<file path="config.mk">
export PLATFORM = sky130hd
export DESIGN_NAME = rgbl_link
export DESIGN_NICKNAME = d
export VERILOG_FILES = /design/src/rgbl_fifo.v /design/src/rgbl_link.v
export VERILOG_INCLUDE_DIRS = /design/src
export SDC_FILE = /design/constraint.sdc
export NUM_CORES = 1
export LEC_CHECK = 0
export ABC_AREA = 1
export BUFFER_PORTS_ARGS = -buffer_cell sky130_fd_sc_hd__buf_4
export CAP_MARGIN = 20
export CORE_MARGIN = 2
export CORE_UTILIZATION = 47
export DETAILED_ROUTE_END_ITERATION = 10
export MAX_ROUTING_LAYER = met4
export PLACE_DENSITY_LB_ADDON = 0.25
export SYNTH_ARGS = -nofsm -noshare
export SYNTH_HDL_FRONTEND = slang
export SYNTH_SLANG_ARGS = --single-unit
</file>
<file path="constraint.sdc">
create_clock -name CORE_CLK -period 3.5 [get_ports CORE_CLK]
set_input_delay 0.175 -clock CORE_CLK [delete_from_list [all_inputs] [get_ports CORE_CLK]]
set_output_delay 0.175 -clock CORE_CLK [all_outputs]
set_load 0.02 [all_outputs]
</file>
<file path="src/rgbl_map.vh">
`ifndef RGBL_MAP_VH
`define RGBL_MAP_VH

`define RGBL_WORD_W      21
`define RGBL_LANES       3
`define RGBL_SLOTS       7
`define RGBL_SLOT_LAST   3'h6
`define RGBL_CLK_HI_END  3'h4
`define RGBL_RED_LSB     0
`define RGBL_GREEN_LSB   6
`define RGBL_BLUE_LSB    12
`define RGBL_LINE_SYNC   18
`define RGBL_FRAME_SYNC  19
`define RGBL_PIX_VALID   20
`define RGBL_FIFO_DEPTH  8
`define RGBL_FIFO_AW     3
`define RGBL_CORE_MHZ    50
`define RGBL_LOCK_MS     10
`define RGBL_LOCK_W      20
`define RGBL_PCLK_HI     3'h4

`endif
</file>
<file path="src/rgbl_fifo.v">
`timescale 1ns/1ps
module rgbl_fifo #(
    parameter WIDTH = 21,
    parameter DEPTH = 8,
    parameter AW    = 3
) (
    // Clock and reset
    input  wire             clk,
    input  wire             rst,
    input  wire             flush,
    // Fill side
    input  wire             in_valid,
    output wire             in_ready,
    input  wire [WIDTH-1:0] in_data,
    // Drain side
    output wire             out_valid,
    input  wire             out_ready,
    output wire [WIDTH-1:0] out_data
);
    reg [WIDTH-1:0] mem_q [0:DEPTH-1];
    reg [AW-1:0]    wr_q;
    reg [AW-1:0]    rd_q;
    reg [AW:0]      cnt_q;
    wire            push;
    wire            pop;

    assign in_ready  = (cnt_q != DEPTH[AW:0]);
    assign out_valid = (cnt_q != {(AW+1){1'b0}});
    assign out_data  = mem_q[rd_q];
    assign push      = in_valid & in_ready;
    assign pop       = out_valid & out_ready;

    always @(posedge clk)
    begin
        if (push)
        begin
            mem_q[wr_q] <= in_data;
        end
        if (rst | flush)
        begin
            wr_q  <= {AW{1'b0}};
            rd_q  <= {AW{1'b0}};
            cnt_q <= {(AW+1){1'b0}};
        end
        else
        begin
            if (push)
            begin
                wr_q <= wr_q + 1'b1;
            end
            if (pop)
            begin
                rd_q <= rd_q + 1'b1;
            end
            if (push & ~pop)
            begin
                cnt_q <= cnt_q + 1'b1;
            end
            else if (pop & ~push)
            begin
                cnt_q <= cnt_q - 1'b1;
            end
        end
    end
endmodule

</file>
<file path="src/rgbl_link.v">
`timescale 1ns/1ps
`include "rgbl_map.vh"
module rgbl_link #(
    parameter LOCK_WAIT_CYCLES = `RGBL_LOCK_MS * `RGBL_CORE_MHZ * 1000
) (
    // Clock and reset
    input  wire                        CORE_CLK,
    input  wire                        RESET,
    // Power control
    input  wire                        SLEEP_REQUEST_N,
    output reg                         LINK_LOCKED,
    // Host parallel side
    input  wire                        PIXEL_CLOCK_IN,
    input  wire [`RGBL_WORD_W-1:0]     PARALLEL_WORD_IN,
    output reg                         TX_OVERFLOW,
    // Transmit lanes
    output reg  [`RGBL_LANES-1:0]      SERIAL_LANE_OUT,
    output reg  [`RGBL_LANES-1:0]      SERIAL_LANE_OE,
    output reg                         FORWARDED_LANE_CLOCK,
    output reg                         FORWARDED_LANE_CLOCK_OE,
    // Receive lanes
    input  wire [`RGBL_LANES-1:0]      SERIAL_LANE_IN,
    input  wire                        RECEIVED_LANE_CLOCK,
    // Panel parallel side
    output reg  [`RGBL_WORD_W-1:0]     PARALLEL_WORD_OUT,
    output reg                         PIXEL_CLOCK_OUT
);
    localparam [1:0] TX_IDLE  = 2'b01;
    localparam [1:0] TX_SHIFT = 2'b10;
    localparam [`RGBL_LOCK_W-1:0] LOCK_LOAD = LOCK_WAIT_CYCLES[`RGBL_LOCK_W-1:0];

    // Two-stage synchronisers on every pin from outside the core domain
    reg [1:0]                 sleep_s_q;
    reg [2:0]                 pclk_s_q;
    reg [`RGBL_WORD_W-1:0]    win_s1_q;
    reg [`RGBL_WORD_W-1:0]    win_s2_q;
    reg [2:0]                 lclk_s_q;
    reg [`RGBL_LANES-1:0]     lin_s1_q;
    reg [`RGBL_LANES-1:0]     lin_s2_q;

    always @(posedge CORE_CLK)
    begin
        sleep_s_q <= {sleep_s_q[0], SLEEP_REQUEST_N};
        pclk_s_q  <= {pclk_s_q[1:0], PIXEL_CLOCK_IN};
        win_s1_q  <= PARALLEL_WORD_IN;
        win_s2_q  <= win_s1_q;
        lclk_s_q  <= {lclk_s_q[1:0], RECEIVED_LANE_CLOCK};
        lin_s1_q  <= SERIAL_LANE_IN;
        lin_s2_q  <= lin_s1_q;
    end

    wire awake   = sleep_s_q[1];
    wire pfall   = pclk_s_q[2] & ~pclk_s_q[1];
    wire lrise   = ~lclk_s_q[2] & lclk_s_q[1];

    // Lock wait after reset or wake; link data is ignored until it ends
    reg [`RGBL_LOCK_W-1:0] lock_cnt_q;
    wire locked = (lock_cnt_q == {`RGBL_LOCK_W{1'b0}});

    always @(posedge CORE_CLK)
    begin
        if (RESET | ~awake)
        begin
            lock_cnt_q  <= LOCK_LOAD;
            LINK_LOCKED <= 1'b0;
        end
        else
        begin
            if (!locked)
            begin
                lock_cnt_q <= lock_cnt_q - 1'b1;
            end
            LINK_LOCKED <= locked;
        end
    end

    // Capture path into the word buffer; a full buffer drops the word
    wire                    fifo_in_ready;
    wire                    fifo_out_valid;
    wire [`RGBL_WORD_W-1:0] fifo_out_data;
    wire                    cap_valid = pfall & awake & locked;
    reg                     pop;

    rgbl_fifo #(
        .WIDTH (`RGBL_WORD_W),
        .DEPTH (`RGBL_FIFO_DEPTH),
        .AW    (`RGBL_FIFO_AW)
    ) u_fifo (
        .clk       (CORE_CLK),
        .rst       (RESET),
        .flush     (~awake),
        .in_valid  (cap_valid),
        .in_ready  (fifo_in_ready),
        .in_data   (win_s2_q),
        .out_valid (fifo_out_valid),
        .out_ready (pop),
        .out_data  (fifo_out_data)
    );

    always @(posedge CORE_CLK)
    begin
        if (RESET)
        begin
            TX_OVERFLOW <= 1'b0;
        end
        else if (cap_valid & ~fifo_in_ready)
        begin
            TX_OVERFLOW <= 1'b1;
        end
    end

    // Serializer: one core cycle per slot, so a word takes seven cycles.
    // Slower than real line rate, but keeps one clock domain.
    reg [1:0]                 tx_state_q;
    reg [2:0]                 tx_slot_q;
    reg [`RGBL_WORD_W-1:0]    tx_word_q;
    wire last_slot = (tx_slot_q == `RGBL_SLOT_LAST);

    always @*
    begin
        pop = 1'b0;
        case (tx_state_q)
            TX_IDLE:  pop = fifo_out_valid & awake & locked;
            TX_SHIFT: pop = last_slot & fifo_out_valid & awake & locked;
            default:  pop = 1'b0;
        endcase
    end

    // Lane l carries word bits l*7 .. l*7+6, slot s being bit l*7+s
    integer l;
    always @(posedge CORE_CLK)
    begin
        if (RESET | ~awake)
        begin
            tx_state_q              <= TX_IDLE;
            tx_slot_q               <= 3'h0;
            tx_word_q               <= {`RGBL_WORD_W{1'b0}};
            SERIAL_LANE_OUT         <= {`RGBL_LANES{1'b0}};
            SERIAL_LANE_OE          <= {`RGBL_LANES{1'b0}};
            FORWARDED_LANE_CLOCK    <= 1'b0;
            FORWARDED_LANE_CLOCK_OE <= 1'b0;
        end
        else
        begin
            SERIAL_LANE_OE          <= {`RGBL_LANES{1'b1}};
            FORWARDED_LANE_CLOCK_OE <= 1'b1;
            if (pop)
            begin
                tx_state_q           <= TX_SHIFT;
                tx_slot_q            <= 3'h0;
                tx_word_q            <= fifo_out_data;
                FORWARDED_LANE_CLOCK <= 1'b1;
                for (l = 0; l < `RGBL_LANES; l = l + 1)
                begin
                    SERIAL_LANE_OUT[l] <= fifo_out_data[l*`RGBL_SLOTS];
                end
            end
            else if (tx_state_q == TX_SHIFT && !last_slot)
            begin
                tx_slot_q            <= tx_slot_q + 1'b1;
                FORWARDED_LANE_CLOCK <= (tx_slot_q + 1'b1) < `RGBL_CLK_HI_END;
                for (l = 0; l < `RGBL_LANES; l = l + 1)
                begin
                    SERIAL_LANE_OUT[l] <= tx_word_q[l*`RGBL_SLOTS + tx_slot_q + 1];
                end
            end
            else
            begin
                tx_state_q           <= TX_IDLE;
                FORWARDED_LANE_CLOCK <= 1'b0;
            end
        end
    end

    // Deserializer: slot 0 sits with the lane clock rise, slots follow each cycle
    reg                       rx_busy_q;
    reg [2:0]                 rx_slot_q;
    reg [`RGBL_WORD_W-1:0]    rx_word_q;
    reg [2:0]                 rx_hi_q;
    reg [`RGBL_WORD_W-1:0]    rx_next;
    integer                   m;
    wire rx_run = awake & locked;

    always @*
    begin
        rx_next = rx_word_q;
        for (m = 0; m < `RGBL_LANES; m = m + 1)
        begin
            rx_next[m*`RGBL_SLOTS + (lrise ? 0 : rx_slot_q)] = lin_s2_q[m];
        end
    end

    always @(posedge CORE_CLK)
    begin
        if (RESET)
        begin
            rx_busy_q         <= 1'b0;
            rx_slot_q         <= 3'h0;
            rx_word_q         <= {`RGBL_WORD_W{1'b0}};
            rx_hi_q           <= 3'h0;
            PARALLEL_WORD_OUT <= {`RGBL_WORD_W{1'b0}};
            PIXEL_CLOCK_OUT   <= 1'b0;
        end
        else if (!rx_run)
        begin
            rx_busy_q <= 1'b0;  // outputs keep last values
        end
        else
        begin
            if (lrise)
            begin
                rx_busy_q <= 1'b1;
                rx_slot_q <= 3'h1;
                rx_word_q <= rx_next;
            end
            else if (rx_busy_q)
            begin
                rx_word_q <= rx_next;
                rx_slot_q <= rx_slot_q + 1'b1;
                if (rx_slot_q == `RGBL_SLOT_LAST)
                begin
                    rx_busy_q         <= 1'b0;
                    PARALLEL_WORD_OUT <= rx_next;
                    PIXEL_CLOCK_OUT   <= 1'b1;
                    rx_hi_q           <= `RGBL_PCLK_HI;
                end
            end
            // Falling edge comes after the word has settled
            if (rx_hi_q != 3'h0 && !(rx_busy_q && rx_slot_q == `RGBL_SLOT_LAST && !lrise))
            begin
                rx_hi_q <= rx_hi_q - 1'b1;
                if (rx_hi_q == 3'h1)
                begin
                    PIXEL_CLOCK_OUT <= 1'b0;
                end
            end
        end
    end
endmodule

</file>
==> results.json <==
{
  "status": "finished, final reports clean",
  "area_delta_synth_final_pct": 16.5,
  "synth_top_family_by_area": "simple AND/OR/NAND/NOR gates",
  "core-area_um2": 28600,
  "n_antenna_cell": 0,
  "cp_max_fo": 14,
  "placed_cell_area_um2": 14500,
  "tritoncts": "yes",
  "synth_cell_types": 42,
  "slew-limit-headroom_pct": 35.4,
  "grt_use_total_pct": 20.3,
  "antenna_found_initial": 0,
  "via_per_inst": 5.26,
  "power_mw": 8.22,
  "synth_mux_area_share_pct": 0,
  "power.switching_mw": 1.75,
  "placed_cells": 1819,
  "final_core_util_pct": 55.6,
  "cts.sinks": 340,
  "p_clk_share_pct": 44.7,
  "avgSynthCellArea_um2": 9.63,
  "drc": 0,
  "finalCritPeriodShare_pct": 83.3,
  "power.internal_mw": 6.46,
  "synth-adder-area-share_pct": 2.16,
  "synth-compound-area-share_pct": 11.4,
  "wl_per_cell_um": 15.7,
  "drtIter0Drc": 831,
  "dr.pass1.iters": 5,
  "dieHeight_um": 174,
  "synth.area.top_cells": "edfxtp_1 (37%), dfxtp_1 (25%), nand2_1 (8.1%), o21ai_0 (5.4%), nor2_1 (4.7%)",
  "hold_slack_ns": 0.289,
  "cts_hold_buf": 28,
  "end_kind": "flip-flop",
  "synth_top_area_share_pct": 36.9,
  "most-common-layout-cells": "nand2_1 (296), dfxtp_1 (171), edfxtp_1 (168)",
  "cp.arrival_ns": 3.32,
  "synthCells": 1418,
  "clock_latency_ns": 0.53,
  "dp_hpwl_um": 18200,
  "max_stage_delay_ns": 0.44,
  "grt_max_degree": 85,
  "overflow": 0,
  "layout-drive-gt1-share_pct": 12.3,
  "post_cts_buffers": 0,
  "hp-class": "in2reg",
  "vias": 10075,
  "fin_cells": 1914,
  "grt_pass1_wl_um": 48700,
  "setup_violations": 0,
  "synth_edf_count": 168,
  "synth_xor_xnor_area_share_pct": 0.449,
  "crit_type": "reg2reg",
  "swShare_pct": 21.3,
  "rr_worst_depth": 17,
  "ir_worst_vdd_uv": 378,
  "drtAntennaViolNets": 0,
  "p_comb_share_pct": 3.3,
  "ys_ff_latch": 340,
  "wl_um": 30000,
  "yosys_warnings": 0,
  "worst-endpoint-required_ns": 3.90,
  "drv_cap": 0,
  "cts.repair.resized": 0,
  "worst_path_most_repeated_cell": "nand2_1",
  "skew_ns": 0.0192,
  "port-buffer-count": 60,
  "htreeDepth": 2,
  "path_cells": "ha_1 -> nand2_1 -> nand2_1 -> nand2_1 -> nor2_2 -> nand2_2 -> ha_1 -> inv_1 -> ha_1 -> nand2_1 -> nand2_1 -> a21oi_1 -> nor2_1 -> nor2_1 -> nand2_1 -> o21ai_0 -> a21oi_1",
  "syn-num-nets": 1470,
  "grt_pass1_vias": 9532,
  "cts_buffer_depth": 3,
  "hold_depth": 2,
  "finalWorstSetupSlack_ns": 0.585,
  "nets": 1554,
  "die-area_um2": 30400,
  "synth_top_area_cell": "edfxtp_1",
  "root_buffer": "clkbuf_16",
  "pre_cts_slack_ns": 0.600,
  "syn-cell-area_um2": 13700,
  "synthArstFlopShare_pct": 0,
  "cp.buffers_inverters": 1,
  "gp_congestion": 0.881,
  "synthFlopType": "dfxtp_1",
  "critical_path.slowest_cell": "dfxtp_1",
  "max_freq_ghz": 0.343,
  "drv_slew": 0,
  "yosys.area_share.simple_pct": 18.8,
  "core.rowCount": 62,
  "period_needed_ns": 2.92,
  "io_pins": 61,
  "ys_seq_area_share_pct": 62.1,
  "start_util_pct": 47.7,
  "finalHoldViolCount": 0,
  "power.density_nw_per_um2": 516,
  "cp.depth": 17,
  "p_seq_share_pct": 52.0,
  "path_delay_family": "simple AND/OR/NAND/NOR gates",
  "setup-tns-final_ns": 0,
  "grt_setup_unrepaired": "no",
  "final_common_cell": "nand2_1",
  "startpoint_type": "flip-flop",
  "cts_buffers": 37,
  "die_w_um": 174,
  "leakage_nw": 6.17,
  "fin_area_um2": 15900,
  "tightest_slew_ns": 0.968,
  "clk_pin_slew_ns": 0.06
}
logic make-up after synthesis:
family	count (synthesis)
fa+ha+maj	23
flops	340
xor+xnor	7
simple gates	599
compound gates	282
buf+inv	167
layer usage:
layer	vias to the layer above	track usage [%]	wire length, um
met5	-	-	0
met4	0	5.67	563
met3	53	3.24	1810
met2	285	31.2	13400
met1	4754	28.2	14300
li1	4983	-	-
state kept, by name, indices dropped and copies added (netlist names), 4 cells and up, named ones only:
| register | cells |
|---|---|
| win_s1_q | 21 |
| win_s2_q | 21 |
| u_fifo.mem_q | 168 |
| u_fifo.cnt_q | 4 |
| PARALLEL_WORD_OUT | 21 |
| rx_word_q | 21 |
| tx_word_q | 21 |
| lock_cnt_q | 20 |
power groups by stage:
stage | Clock [mW] | Sequential [mW] | Combinational, mW
global route | 3.90 | 4.28 | 0.307
floorplan | 0 | 4.34 | 0.170
detailed placement | 0 | 4.36 | 0.244
CTS | 3.75 | 4.27 | 0.270
finish | 3.67 | 4.28 | 0.271
global placement | 0 | 4.36 | 0.247
final timing paths:
check | slack, ns | end | from
max | 0.58 | u_fifo.cnt_q[3] | tx_slot_q[1]
min | 0.29 | win_s1_q[15] | PARALLEL_WORD_IN[15]
max reg2reg | 0.58 | u_fifo.cnt_q[3] | tx_slot_q[1]
min reg2reg | 0.32 | win_s2_q[11] | win_s1_q[11]
layout make-up:
| type | count | area (um2) |
|---|---|---|
| fill | 2483 | 12700 |
| sequential | 340 | 8490 |
| multi-input combinational | 911 | 4500 |
| clock buffer | 47 | 1010 |
| timing repair buffer | 109 | 888 |
| tap | 384 | 480 |
| inverter | 103 | 387 |
| clock inverter | 20 | 158 |
cell usage after synthesis, drive strengths merged (2+ instances only):
cell type,number
o211ai,3
xor2,6
ha,22
nand3b,3
o21a,2
o21ai,164
a21oi,53
nor2,187
or2,3
inv,101
o211a,10
o22ai,44
nand2,306
nand4,29
nor3,8
buf,34
clkbuf,30
edfxtp,168
clkinv,2
dfxtp,172
nand3,63
Power figures use the tool's default switching activity.
